==> src/include/gpm_pkg.sv <==
`default_nettype none
package gpm_pkg;
    // port widths and flat pad numbering: A, then B, then C, then D
    localparam int PORT_A_PINS = 12;
    localparam int PORT_B_PINS = 9;
    localparam int PORT_C_PINS = 8;
    localparam int PORT_D_PINS = 6;
    localparam int BASE_A      = 0;
    localparam int BASE_B      = BASE_A + PORT_A_PINS;
    localparam int BASE_C      = BASE_B + PORT_B_PINS;
    localparam int BASE_D      = BASE_C + PORT_C_PINS;
    localparam int NUM_PINS    = BASE_D + PORT_D_PINS;

    // peripheral function slots per pad, addressed by a 2-bit select field
    localparam int SEL_W      = 2;
    localparam int FUNC_SLOTS = 4;

    // pads named by flat index (port B packs B0..B3, B5..B7, B10, B11)
    localparam int PIN_A4  = BASE_A + 4;
    localparam int PIN_A6  = BASE_A + 6;
    localparam int PIN_A7  = BASE_A + 7;
    localparam int PIN_A8  = BASE_A + 8;
    localparam int PIN_B0  = BASE_B + 0;
    localparam int PIN_B2  = BASE_B + 2;
    localparam int PIN_B5  = BASE_B + 4;
    localparam int PIN_B6  = BASE_B + 5;
    localparam int PIN_B7  = BASE_B + 6;
    localparam int PIN_C0  = BASE_C + 0;
    localparam int PIN_D5  = BASE_D + 5;
    localparam int TEST_PORT_PINS = 4;

    // select codes of the external clock input on the clock-capable pads
    localparam logic [1:0] CLK_SEL_B5 = 2'h2;
    localparam logic [1:0] CLK_SEL_B6 = 2'h2;
    localparam logic [1:0] CLK_SEL_D5 = 2'h1;

    // reset values of the select state
    localparam logic [1:0] SEL_RESET     = 2'h0;
    localparam logic       CLK_PIN_RESET = 1'h0;

    // number of peripheral functions that each pad offers
    function automatic logic [1:0] func_count(input int pin);
        logic [1:0] n;
        n = 2'h1;
        if (pin == PIN_A4 || pin == BASE_A + 5 || pin == PIN_A8 || pin == BASE_A + 9 ||
            pin == PIN_B2 || pin == BASE_B + 3 || pin == PIN_B5 || pin == PIN_B6) begin
            n = 2'h3;
        end else if (pin == PIN_A6 || pin == PIN_B0 || pin == BASE_B + 1 ||
                     pin == PIN_B7 || pin == PIN_C0 || pin == BASE_C + 2 ||
                     pin == BASE_C + 3 || pin == BASE_C + 4 || pin == BASE_C + 6 ||
                     pin == BASE_C + 7 || pin == PIN_D5) begin
            n = 2'h2;
        end
        return n;
    endfunction

    // pads that leave reset owned by their dedicated function
    function automatic logic periph_at_reset(input int pin);
        return (pin == PIN_A7) || (pin >= BASE_D && pin < BASE_D + TEST_PORT_PINS);
    endfunction
endpackage
`default_nettype wire

==> src/include/gpm_sync_if.sv <==
`timescale 1ns/10ps
`default_nettype none
interface gpm_sync_if #(parameter int WIDTH = 1);
    logic [WIDTH-1:0] raw;
    logic [WIDTH-1:0] synced;
    modport producer (output raw, input synced);
    modport syncer (input raw, output synced);
endinterface
`default_nettype wire

==> src/hdl/gpm_sync.sv <==
`timescale 1ns/10ps
`default_nettype none
module gpm_sync (
    // clock and reset
    input  wire logic     clk_in,
    input  wire logic     rst_in,
    // raw pad levels in, resolved levels out
    gpm_sync_if.syncer    sync_bus
);
    logic [$bits(sync_bus.raw)-1:0] stage1_r;
    logic [$bits(sync_bus.raw)-1:0] stage1_nxt;
    logic [$bits(sync_bus.raw)-1:0] stage2_r;
    logic [$bits(sync_bus.raw)-1:0] stage2_nxt;

    // two-flop chain, first stage read only by the second
    always_comb begin
        stage1_nxt = sync_bus.raw;
        stage2_nxt = stage1_r;
    end

    always_ff @(posedge clk_in) begin
        if (rst_in) begin
            stage1_r <= '0;
            stage2_r <= '0;
        end else begin
            stage1_r <= stage1_nxt;
            stage2_r <= stage2_nxt;
        end
    end

    assign sync_bus.synced = stage2_r;
endmodule // gpm_sync
`default_nettype wire

==> src/hdl/gpm_pin_mux.sv <==
`timescale 1ns/10ps
`default_nettype none
// What this block does
// - port A twelve pads, reset pad dedicated
// - port B nine pads, all port after reset
// - port C eight pads, all port after reset
// - port D six pads, four test-port after reset
// - A4 picks pulse out, timer, fault 1
// - A6 picks fault 0 or timer channel 0
// - A8 picks fault 1, timer, comparator input
// - B0 picks serial clock or I2C clock
// - B2 picks master-in, timer, pulse source
// - clock input needs clock block enable too
// - B6 picks receive, I2C data, clock input
// - B7 picks transmit or I2C clock
// - C0 picks analog input or comparator input
// - D5 uses its own clock-pin select
module gpm_pin_mux #(
    parameter int NUM_PINS   = gpm_pkg::NUM_PINS,
    parameter int FUNC_SLOTS = gpm_pkg::FUNC_SLOTS
) (
    // clock and reset
    input  wire logic                             clk_in,
    input  wire logic                             rst_in,
    // select state writes
    input  wire logic                             sel_wr_in,
    input  wire logic [NUM_PINS-1:0]              sel_enable_in,
    input  wire logic [NUM_PINS*2-1:0]            sel_field_in,
    input  wire logic                             clk_pin_sel_wr_in,
    input  wire logic                             clk_pin_sel_in,
    input  wire logic                             ext_clock_enable_in,
    // select state readback
    output logic      [NUM_PINS-1:0]              sel_enable_out,
    output logic      [NUM_PINS*2-1:0]            peripheral_select_reg_out,
    output logic                                  clock_pin_select_reg_out,
    // general-purpose port logic
    input  wire logic [NUM_PINS-1:0]              port_dout_in,
    input  wire logic [NUM_PINS-1:0]              port_dir_in,
    output logic      [NUM_PINS-1:0]              port_din_out,
    // peripheral functions, FUNC_SLOTS per pad
    input  wire logic [NUM_PINS*FUNC_SLOTS-1:0]   periph_dout_in,
    input  wire logic [NUM_PINS*FUNC_SLOTS-1:0]   periph_oe_in,
    output logic      [NUM_PINS*FUNC_SLOTS-1:0]   periph_din_out,
    output logic                                  external_clock_input_out,
    // package pads
    input  wire logic [NUM_PINS-1:0]              pad_in,
    output logic      [NUM_PINS-1:0]              pad_out,
    output logic      [NUM_PINS-1:0]              pad_oe_out
);
    localparam int SEL_W = gpm_pkg::SEL_W;

    // select state
    logic [NUM_PINS-1:0]       enable_r;
    logic [NUM_PINS-1:0]       enable_nxt;
    logic [NUM_PINS*SEL_W-1:0] select_r;
    logic [NUM_PINS*SEL_W-1:0] select_nxt;
    logic                      clk_pin_sel_r;
    logic                      clk_pin_sel_nxt;
    logic [NUM_PINS-1:0]       enable_reset;

    // pad-facing state
    logic [NUM_PINS-1:0]            pad_out_r;
    logic [NUM_PINS-1:0]            pad_out_nxt;
    logic [NUM_PINS-1:0]            pad_oe_r;
    logic [NUM_PINS-1:0]            pad_oe_nxt;
    logic [NUM_PINS-1:0]            port_din_r;
    logic [NUM_PINS-1:0]            port_din_nxt;
    logic [NUM_PINS*FUNC_SLOTS-1:0] periph_din_r;
    logic [NUM_PINS*FUNC_SLOTS-1:0] periph_din_nxt;
    logic [NUM_PINS-1:0]            clk_pick;
    logic                           ext_clk_r;
    logic                           ext_clk_nxt;
    logic [NUM_PINS-1:0]            pad_sync;

    // pad inputs cross into the clock domain through two flops
    gpm_sync_if #(.WIDTH(NUM_PINS)) sync_bus ();

    assign sync_bus.raw = pad_in;
    assign pad_sync     = sync_bus.synced;

    gpm_sync u_sync (
        .clk_in   (clk_in),
        .rst_in   (rst_in),
        .sync_bus (sync_bus.syncer)
    );

    // reset ownership: reset pad and test-port pads dedicated, rest port
    genvar g;
    generate
        for (g = 0; g < NUM_PINS; g++) begin : g_rst
            assign enable_reset[g] = gpm_pkg::periph_at_reset(g);
        end
    endgenerate

    // select state next values, loaded whole on a write strobe
    // a field write and a clock-pin write may land in the same cycle
    always_comb begin
        enable_nxt      = enable_r;
        select_nxt      = select_r;
        clk_pin_sel_nxt = clk_pin_sel_r;
        if (sel_wr_in) begin
            enable_nxt = sel_enable_in;
            select_nxt = sel_field_in;
        end
        if (clk_pin_sel_wr_in) begin
            clk_pin_sel_nxt = clk_pin_sel_in;
        end
    end

    // select state registers; select fields start at the first function
    always_ff @(posedge clk_in) begin
        if (rst_in) begin
            enable_r      <= enable_reset;
            select_r      <= {NUM_PINS{gpm_pkg::SEL_RESET}};
            clk_pin_sel_r <= gpm_pkg::CLK_PIN_RESET;
        end else begin
            enable_r      <= enable_nxt;
            select_r      <= select_nxt;
            clk_pin_sel_r <= clk_pin_sel_nxt;
        end
    end

    // per-pad ownership and routing
    generate
        for (g = 0; g < NUM_PINS; g++) begin : g_pin
            logic [SEL_W-1:0]      sel;
            logic                  sel_ok;
            logic                  is_clk;
            logic                  periph_mode;
            logic                  route_in;
            logic                  pin_out;
            logic                  pin_oe;
            logic                  pin_port_din;
            logic [FUNC_SLOTS-1:0] pin_slot_din;

            // D5 takes its choice from the clock-pin select alone
            always_comb begin
                if (g == gpm_pkg::PIN_D5) begin
                    sel = {1'h0, clk_pin_sel_r};
                end else begin
                    sel = select_r[g*SEL_W +: SEL_W];
                end
            end

            // a code past the pad's function count leaves the pad to the port
            assign sel_ok      = sel < gpm_pkg::func_count(g);
            assign periph_mode = enable_r[g] && sel_ok;

            // clock-input choices on B5, B6 and D5
            assign is_clk = (g == gpm_pkg::PIN_B5 && sel == gpm_pkg::CLK_SEL_B5) ||
                            (g == gpm_pkg::PIN_B6 && sel == gpm_pkg::CLK_SEL_B6) ||
                            (g == gpm_pkg::PIN_D5 && sel == gpm_pkg::CLK_SEL_D5);

            // clock input reaches logic only with the clock block's enable
            // an unenabled clock choice still owns the pad but feeds nothing
            assign route_in    = periph_mode && !(is_clk && !ext_clock_enable_in);
            assign clk_pick[g] = periph_mode && is_clk && ext_clock_enable_in;

            // pad drive: chosen peripheral or port data and direction
            always_comb begin
                if (periph_mode) begin
                    pin_out = periph_dout_in[g*FUNC_SLOTS + int'(sel)];
                    pin_oe  = periph_oe_in[g*FUNC_SLOTS + int'(sel)] && !is_clk;
                end else begin
                    pin_out = port_dout_in[g];
                    pin_oe  = port_dir_in[g];
                end
            end

            // pad sampling: port sees the pad only while it owns it
            // a peripheral-owned pad reads back as 0 on the port side
            always_comb begin
                pin_port_din = periph_mode ? 1'h0 : pad_sync[g];
                for (int f = 0; f < FUNC_SLOTS; f++) begin
                    pin_slot_din[f] = route_in && (int'(sel) == f) && pad_sync[g];
                end
            end

            // each pad drives only its own slice of the shared next values
            assign pad_out_nxt[g]                             = pin_out;
            assign pad_oe_nxt[g]                              = pin_oe;
            assign port_din_nxt[g]                            = pin_port_din;
            assign periph_din_nxt[g*FUNC_SLOTS +: FUNC_SLOTS] = pin_slot_din;
        end
    endgenerate

    // external clock level from whichever enabled pad carries it
    // only one clock choice should be live; several are simply ORed
    always_comb begin
        ext_clk_nxt = |(clk_pick & pad_sync);
    end

    // output stage registers
    // one register stage keeps every pad, port-input, peripheral-input and external clock output glitch-free
    always_ff @(posedge clk_in) begin
        if (rst_in) begin
            pad_out_r    <= '0;
            pad_oe_r     <= '0;
            port_din_r   <= '0;
            periph_din_r <= '0;
            ext_clk_r    <= 1'h0;
        end else begin
            pad_out_r    <= pad_out_nxt;
            pad_oe_r     <= pad_oe_nxt;
            port_din_r   <= port_din_nxt;
            periph_din_r <= periph_din_nxt;
            ext_clk_r    <= ext_clk_nxt;
        end
    end

    // all outputs straight from flops
    assign pad_out                    = pad_out_r;
    assign pad_oe_out                 = pad_oe_r;
    assign port_din_out               = port_din_r;
    assign periph_din_out             = periph_din_r;
    assign external_clock_input_out   = ext_clk_r;
    assign sel_enable_out             = enable_r;
    assign peripheral_select_reg_out  = select_r;
    assign clock_pin_select_reg_out   = clk_pin_sel_r;
endmodule // gpm_pin_mux
`default_nettype wire

==> config.mk <==
export PLATFORM = sky130hd
export DESIGN_NAME = gpm_pin_mux
export DESIGN_NICKNAME = d
export VERILOG_FILES = /design/src/include/gpm_pkg.sv /design/src/include/gpm_sync_if.sv /design/src/hdl/gpm_sync.sv /design/src/hdl/gpm_pin_mux.sv
export SDC_FILE = /design/constraint.sdc
export NUM_CORES = 1
export LEC_CHECK = 0
export CAP_MARGIN = 10
export CELL_PAD_IN_SITES_DETAIL_PLACEMENT = 0
export CELL_PAD_IN_SITES_GLOBAL_PLACEMENT = 1
export CORE_AREA = 2 2 325 327
export CTS_BUF_LIST = sky130_fd_sc_hd__clkbuf_4 sky130_fd_sc_hd__clkbuf_8 sky130_fd_sc_hd__clkbuf_16
export CTS_CLUSTER_DIAMETER = 60
export DETAILED_ROUTE_END_ITERATION = 12
export DIE_AREA = 0 0 327 329
export DONT_BUFFER_PORTS = 1
export PLACE_DENSITY_LB_ADDON = 0.1
export SETUP_SLACK_MARGIN = 0.3
export SLEW_MARGIN = 25
export SYNTH_ARGS = -nofsm -noshare
export SYNTH_HDL_FRONTEND = slang
export SYNTH_SLANG_ARGS = --single-unit
==> constraint.sdc <==
create_clock -name clk_in -period 2.6 [get_ports clk_in]
set_input_delay 0 -clock clk_in [delete_from_list [all_inputs] [get_ports clk_in]]
set_output_delay 0 -clock clk_in [all_outputs]
set_load 0.005 [all_outputs]
==> results.ini <==
[clock_tree]
cts_made_buffers = 61
clk_transition_reported_paths_ns = 0.06
htreeDepth = 2
clkSinkCount = 420
tritoncts = done
clk-insertion-delay-late_ns = 0.63
cts_buffer_depth = 3
cts.root.buffer_cell = sky130_fd_sc_hd__clkbuf_16

[timing]
max_freq_mhz = 457.2
final_hold_slack_ns = 0.07587
rsz0062_at_grt = false
timing.final.crit_share_pct = 84.13
finalSetupViolCount = 0
tightest_slew_ns = 0.9093
finalClockSkew_ns = 0.02013
slew_headroom_pct = 39.12
final_min_period_ns = 2.187
fin_setup_tns_ns = 0
finalHoldViolations = 0
final.setup.worst_slack_ns = 0.4127
finalMaxSlewViolations = 0

[global_routing]
grt_antenna_before_repair = 13
grt_overflow = 0
grt_pass1_vias = 11439
grt_pass1_wl_um = 79120
maximum_number_of_pins_on_one_net_before_global_route_repair = 149
grtUsageTotal_pct = 10.00

[final_layout]
num-nets-final = 2229
area_delta_synth_final_pct = 66.32
design_area_um2 = 22600
final-instance-count-excl-fill = 3184
fill_cell_count = 11339
layout-drive-gt1-share_pct = 9.356

[critical_path]
cp.arrival_ns = 2.70
worstSetupStartpointType = flop
critical_path.slowest_cell = sky130_fd_sc_hd__dlygate4sd3_1
delay_heaviest_family_cp = buffers and inverters
timing.reg2reg.setup_slack_ns = 0.41
endpoint_required_time_on_the_critical_path_ns = 3.12
worstPathCellList = nor3b_2, buf_6, mux2i_1, dlygate4sd3_1, nor2_1, dlygate4sd3_1
critPathBufInv = 3
critPathMaxFanout = 3
largest_stage_delay_on_the_critical_path_ns = 0.57
critical_path.endpoint_type = flop
path_type_of_the_worst_setup_path = flop to flop
crit_path_frequent_cell = sky130_fd_sc_hd__dlygate4sd3_1

[flow_run]
drv.max_cap_violation_count = 0

[synthesis]
yosys-top-cells-count = sky130_fd_sc_hd__dfxtp_1 (420), sky130_fd_sc_hd__mux2i_1 (162), sky130_fd_sc_hd__nor2_1 (162), sky130_fd_sc_hd__nor2b_1 (97), sky130_fd_sc_hd__nor3b_1 (29)
yosys_register_bits = 420
synthArstFlopShare_pct = 0
syn_avg_cell_area_um2 = 11.93
synth_top_cell_area_share_pct = 61.88
synth.area.top_cells = sky130_fd_sc_hd__dfxtp_1 (62%), sky130_fd_sc_hd__mux2i_1 (12%), sky130_fd_sc_hd__nor2_1 (4.5%)
yosysMostFrequentCell = sky130_fd_sc_hd__dfxtp_1
ys_seq_area_share_pct = 61.88
synth_cell_types = 41
synthDominantAreaCellType = sky130_fd_sc_hd__dfxtp_1
yosys_most_used_dff = sky130_fd_sc_hd__dfxtp_1
synthesis.instances = 1139
number_of_enable_type_register_cells_in_the_synthesized_netlist = 0
cell_area_after_synthesis_um2 = 13590
synth-warning-count = 0

[outcome]
status = finished, final reports clean

[place]
gp_routability_congestion = 0.7611
numPortBuffers = 0
placed_cell_areas_um2 = 15170
preCtsSetupSlack_ns = 0.9776
dp.final_hpwl_um = 36160
dp_cells = 2550

[die]
top_level_ports = 848
floorplan.rows = 119
chipWidth_um = 327
die_y_um = 329
dieArea_um2 = 107600
initial_utilization_pct = 13.02
placeable_core_area_um2 = 104400

[route]
dr_total_vias = 10650
drt-initial-drc-count = 298
wire_per_inst_um = 17.64
route.final.wire_length_um = 56150
drt-pass1-iter-count = 6
post_drt_via_cell_ratio = 3.345
route.antenna.remaining_nets = 0
drcViolationCount = 0

[pwr]
leakage_uw = 0.009214
vdd.ir_drop.worst_v = 0.0005895
power.density_nw_per_um2 = 770.9

[hold_path]
hold_path.class = primary input to flop

[stage by stage]
| stage | util [%] | total power, µW |
|---|---|---|
| 2_1_floorplan | - | 7647 |
| 3_3_place_gp | 14.54 | 7766 |
| 3_5_place_dp | 14.54 | 7755 |
| 4_1_cts | 21.62 | 17860 |
| 5_1_grt | 21.64 | 18270 |
| 6_report | 21.65 | 17420 |
[worst paths after layout]
kind / startpoint / endpoint / cells after the start
max reg2reg: sel_enable_out[22] / pad_oe_out[22] / 6
min: sel_enable_in[13] / sel_enable_out[13] / 3
min reg2reg: u_sync.stage1_r[31] / u_sync.sync_bus.synced[31] / 1
max: sel_enable_out[22] / pad_oe_out[22] / 6
[placed cells by master (no fill, tap or decap), types with 5 or more instances in the layout]
master                          instances
sky130_fd_sc_hd__clkbuf_8               8
sky130_fd_sc_hd__nor3b_2               16
sky130_fd_sc_hd__nand3b_1               5
sky130_fd_sc_hd__nand2b_1              13
sky130_fd_sc_hd__inv_1                  7
sky130_fd_sc_hd__bufinv_16             10
sky130_fd_sc_hd__nor2_1               162
sky130_fd_sc_hd__clkbuf_16             63
sky130_fd_sc_hd__and4bb_2              13
sky130_fd_sc_hd__conb_1                78
sky130_fd_sc_hd__nor3_1                12
sky130_fd_sc_hd__nor2b_1               97
sky130_fd_sc_hd__o21bai_1               8
sky130_fd_sc_hd__clkinvlp_4             8
sky130_fd_sc_hd__a211oi_1              27
sky130_fd_sc_hd__dlygate4sd3_1        506
sky130_fd_sc_hd__diode_2                8
sky130_fd_sc_hd__a21oi_1                7
sky130_fd_sc_hd__a221oi_1               8
sky130_fd_sc_hd__a211o_1                5
sky130_fd_sc_hd__inv_6                  6
sky130_fd_sc_hd__mux2i_1              162
sky130_fd_sc_hd__nand2_1               13
sky130_fd_sc_hd__nor3b_1               29
sky130_fd_sc_hd__clkinv_2              13
sky130_fd_sc_hd__and3b_1               16
sky130_fd_sc_hd__dfxtp_1              419
sky130_fd_sc_hd__and4b_1               10
sky130_fd_sc_hd__o22ai_1               12
[logic make-up (layout without fill, tap and decap cells)]
kind of cell	count (synthesis)	count (layout)	share of synthesized area [%]
DFF	420	420	61.88
other	1	86	0.02760
AOI/OAI and AO/OA	79	79	4.429
and+or+nand+nor	408	408	18.03
buffers and inverters	69	638	3.693
muxes	162	162	11.93
[final cells by class]
cell class	count	area, µm²	area share (%)
diodes	8	20.02	0.08859
clock buffers	75	1717	7.597
repair buffers	515	5209	23.05
clock inverters	40	506.7	2.242
inverters	8	30.03	0.1329
well taps	1391	1740	7.702
multi-input cells	727	4966	21.98
flip-flops and latches	420	8409	37.21
[state kept, by name (all words and copies together) (netlist names)]
name,count
pad_oe_out,35
external_clock_input_out,1
sel_enable_out,35
u_sync.sync_bus.synced,35
peripheral_select_reg_out,70
clock_pin_select_reg_out,1
port_din_out,35
periph_din_out,138
pad_out,35
u_sync.stage1_r,35
[what timing repair did]
action | CTS | global route
setup buffers | 0 | 1
gates resized for setup | 0 | 2
hold buffers | 510 | 0
endpoints found under the hold margin | 344 | 0
endpoints found under the setup margin | 0 | 2
[layer usage]
layer | GRT usage [%] | vias to the layer above | part of all wire (%)
li1 | - | 5049 | -
met5 | 0 | - | 0.068
met2 | 16.52 | 495 | 48
met1 | 11.17 | 5010 | 39
met4 | 3.779 | 6 | 3.2
met3 | 4.727 | 90 | 10
[worst reg2reg max path, cell delays in order (launching register included)]
cell and delay, ns:
sky130_fd_sc_hd__dfxtp_1 0.39, sky130_fd_sc_hd__nor3b_2 0.20, sky130_fd_sc_hd__buf_6 0.13, sky130_fd_sc_hd__mux2i_1 0.18, sky130_fd_sc_hd__dlygate4sd3_1 0.57, sky130_fd_sc_hd__nor2_1 0.04
sky130_fd_sc_hd__dlygate4sd3_1 0.57
[report_power, final]
group | leakage, µW | internal [µW] | switching, µW | total, µW
Clock | 0.00109 | 5690 | 3290 | 8990
Sequential | 0.00347 | 6760 | 316 | 7070
Combinational | 0.00465 | 882 | 478 | 1360
Total | 0.00921 | 13300 | 4090 | 17400
Power figures use the tool's default switching activity.
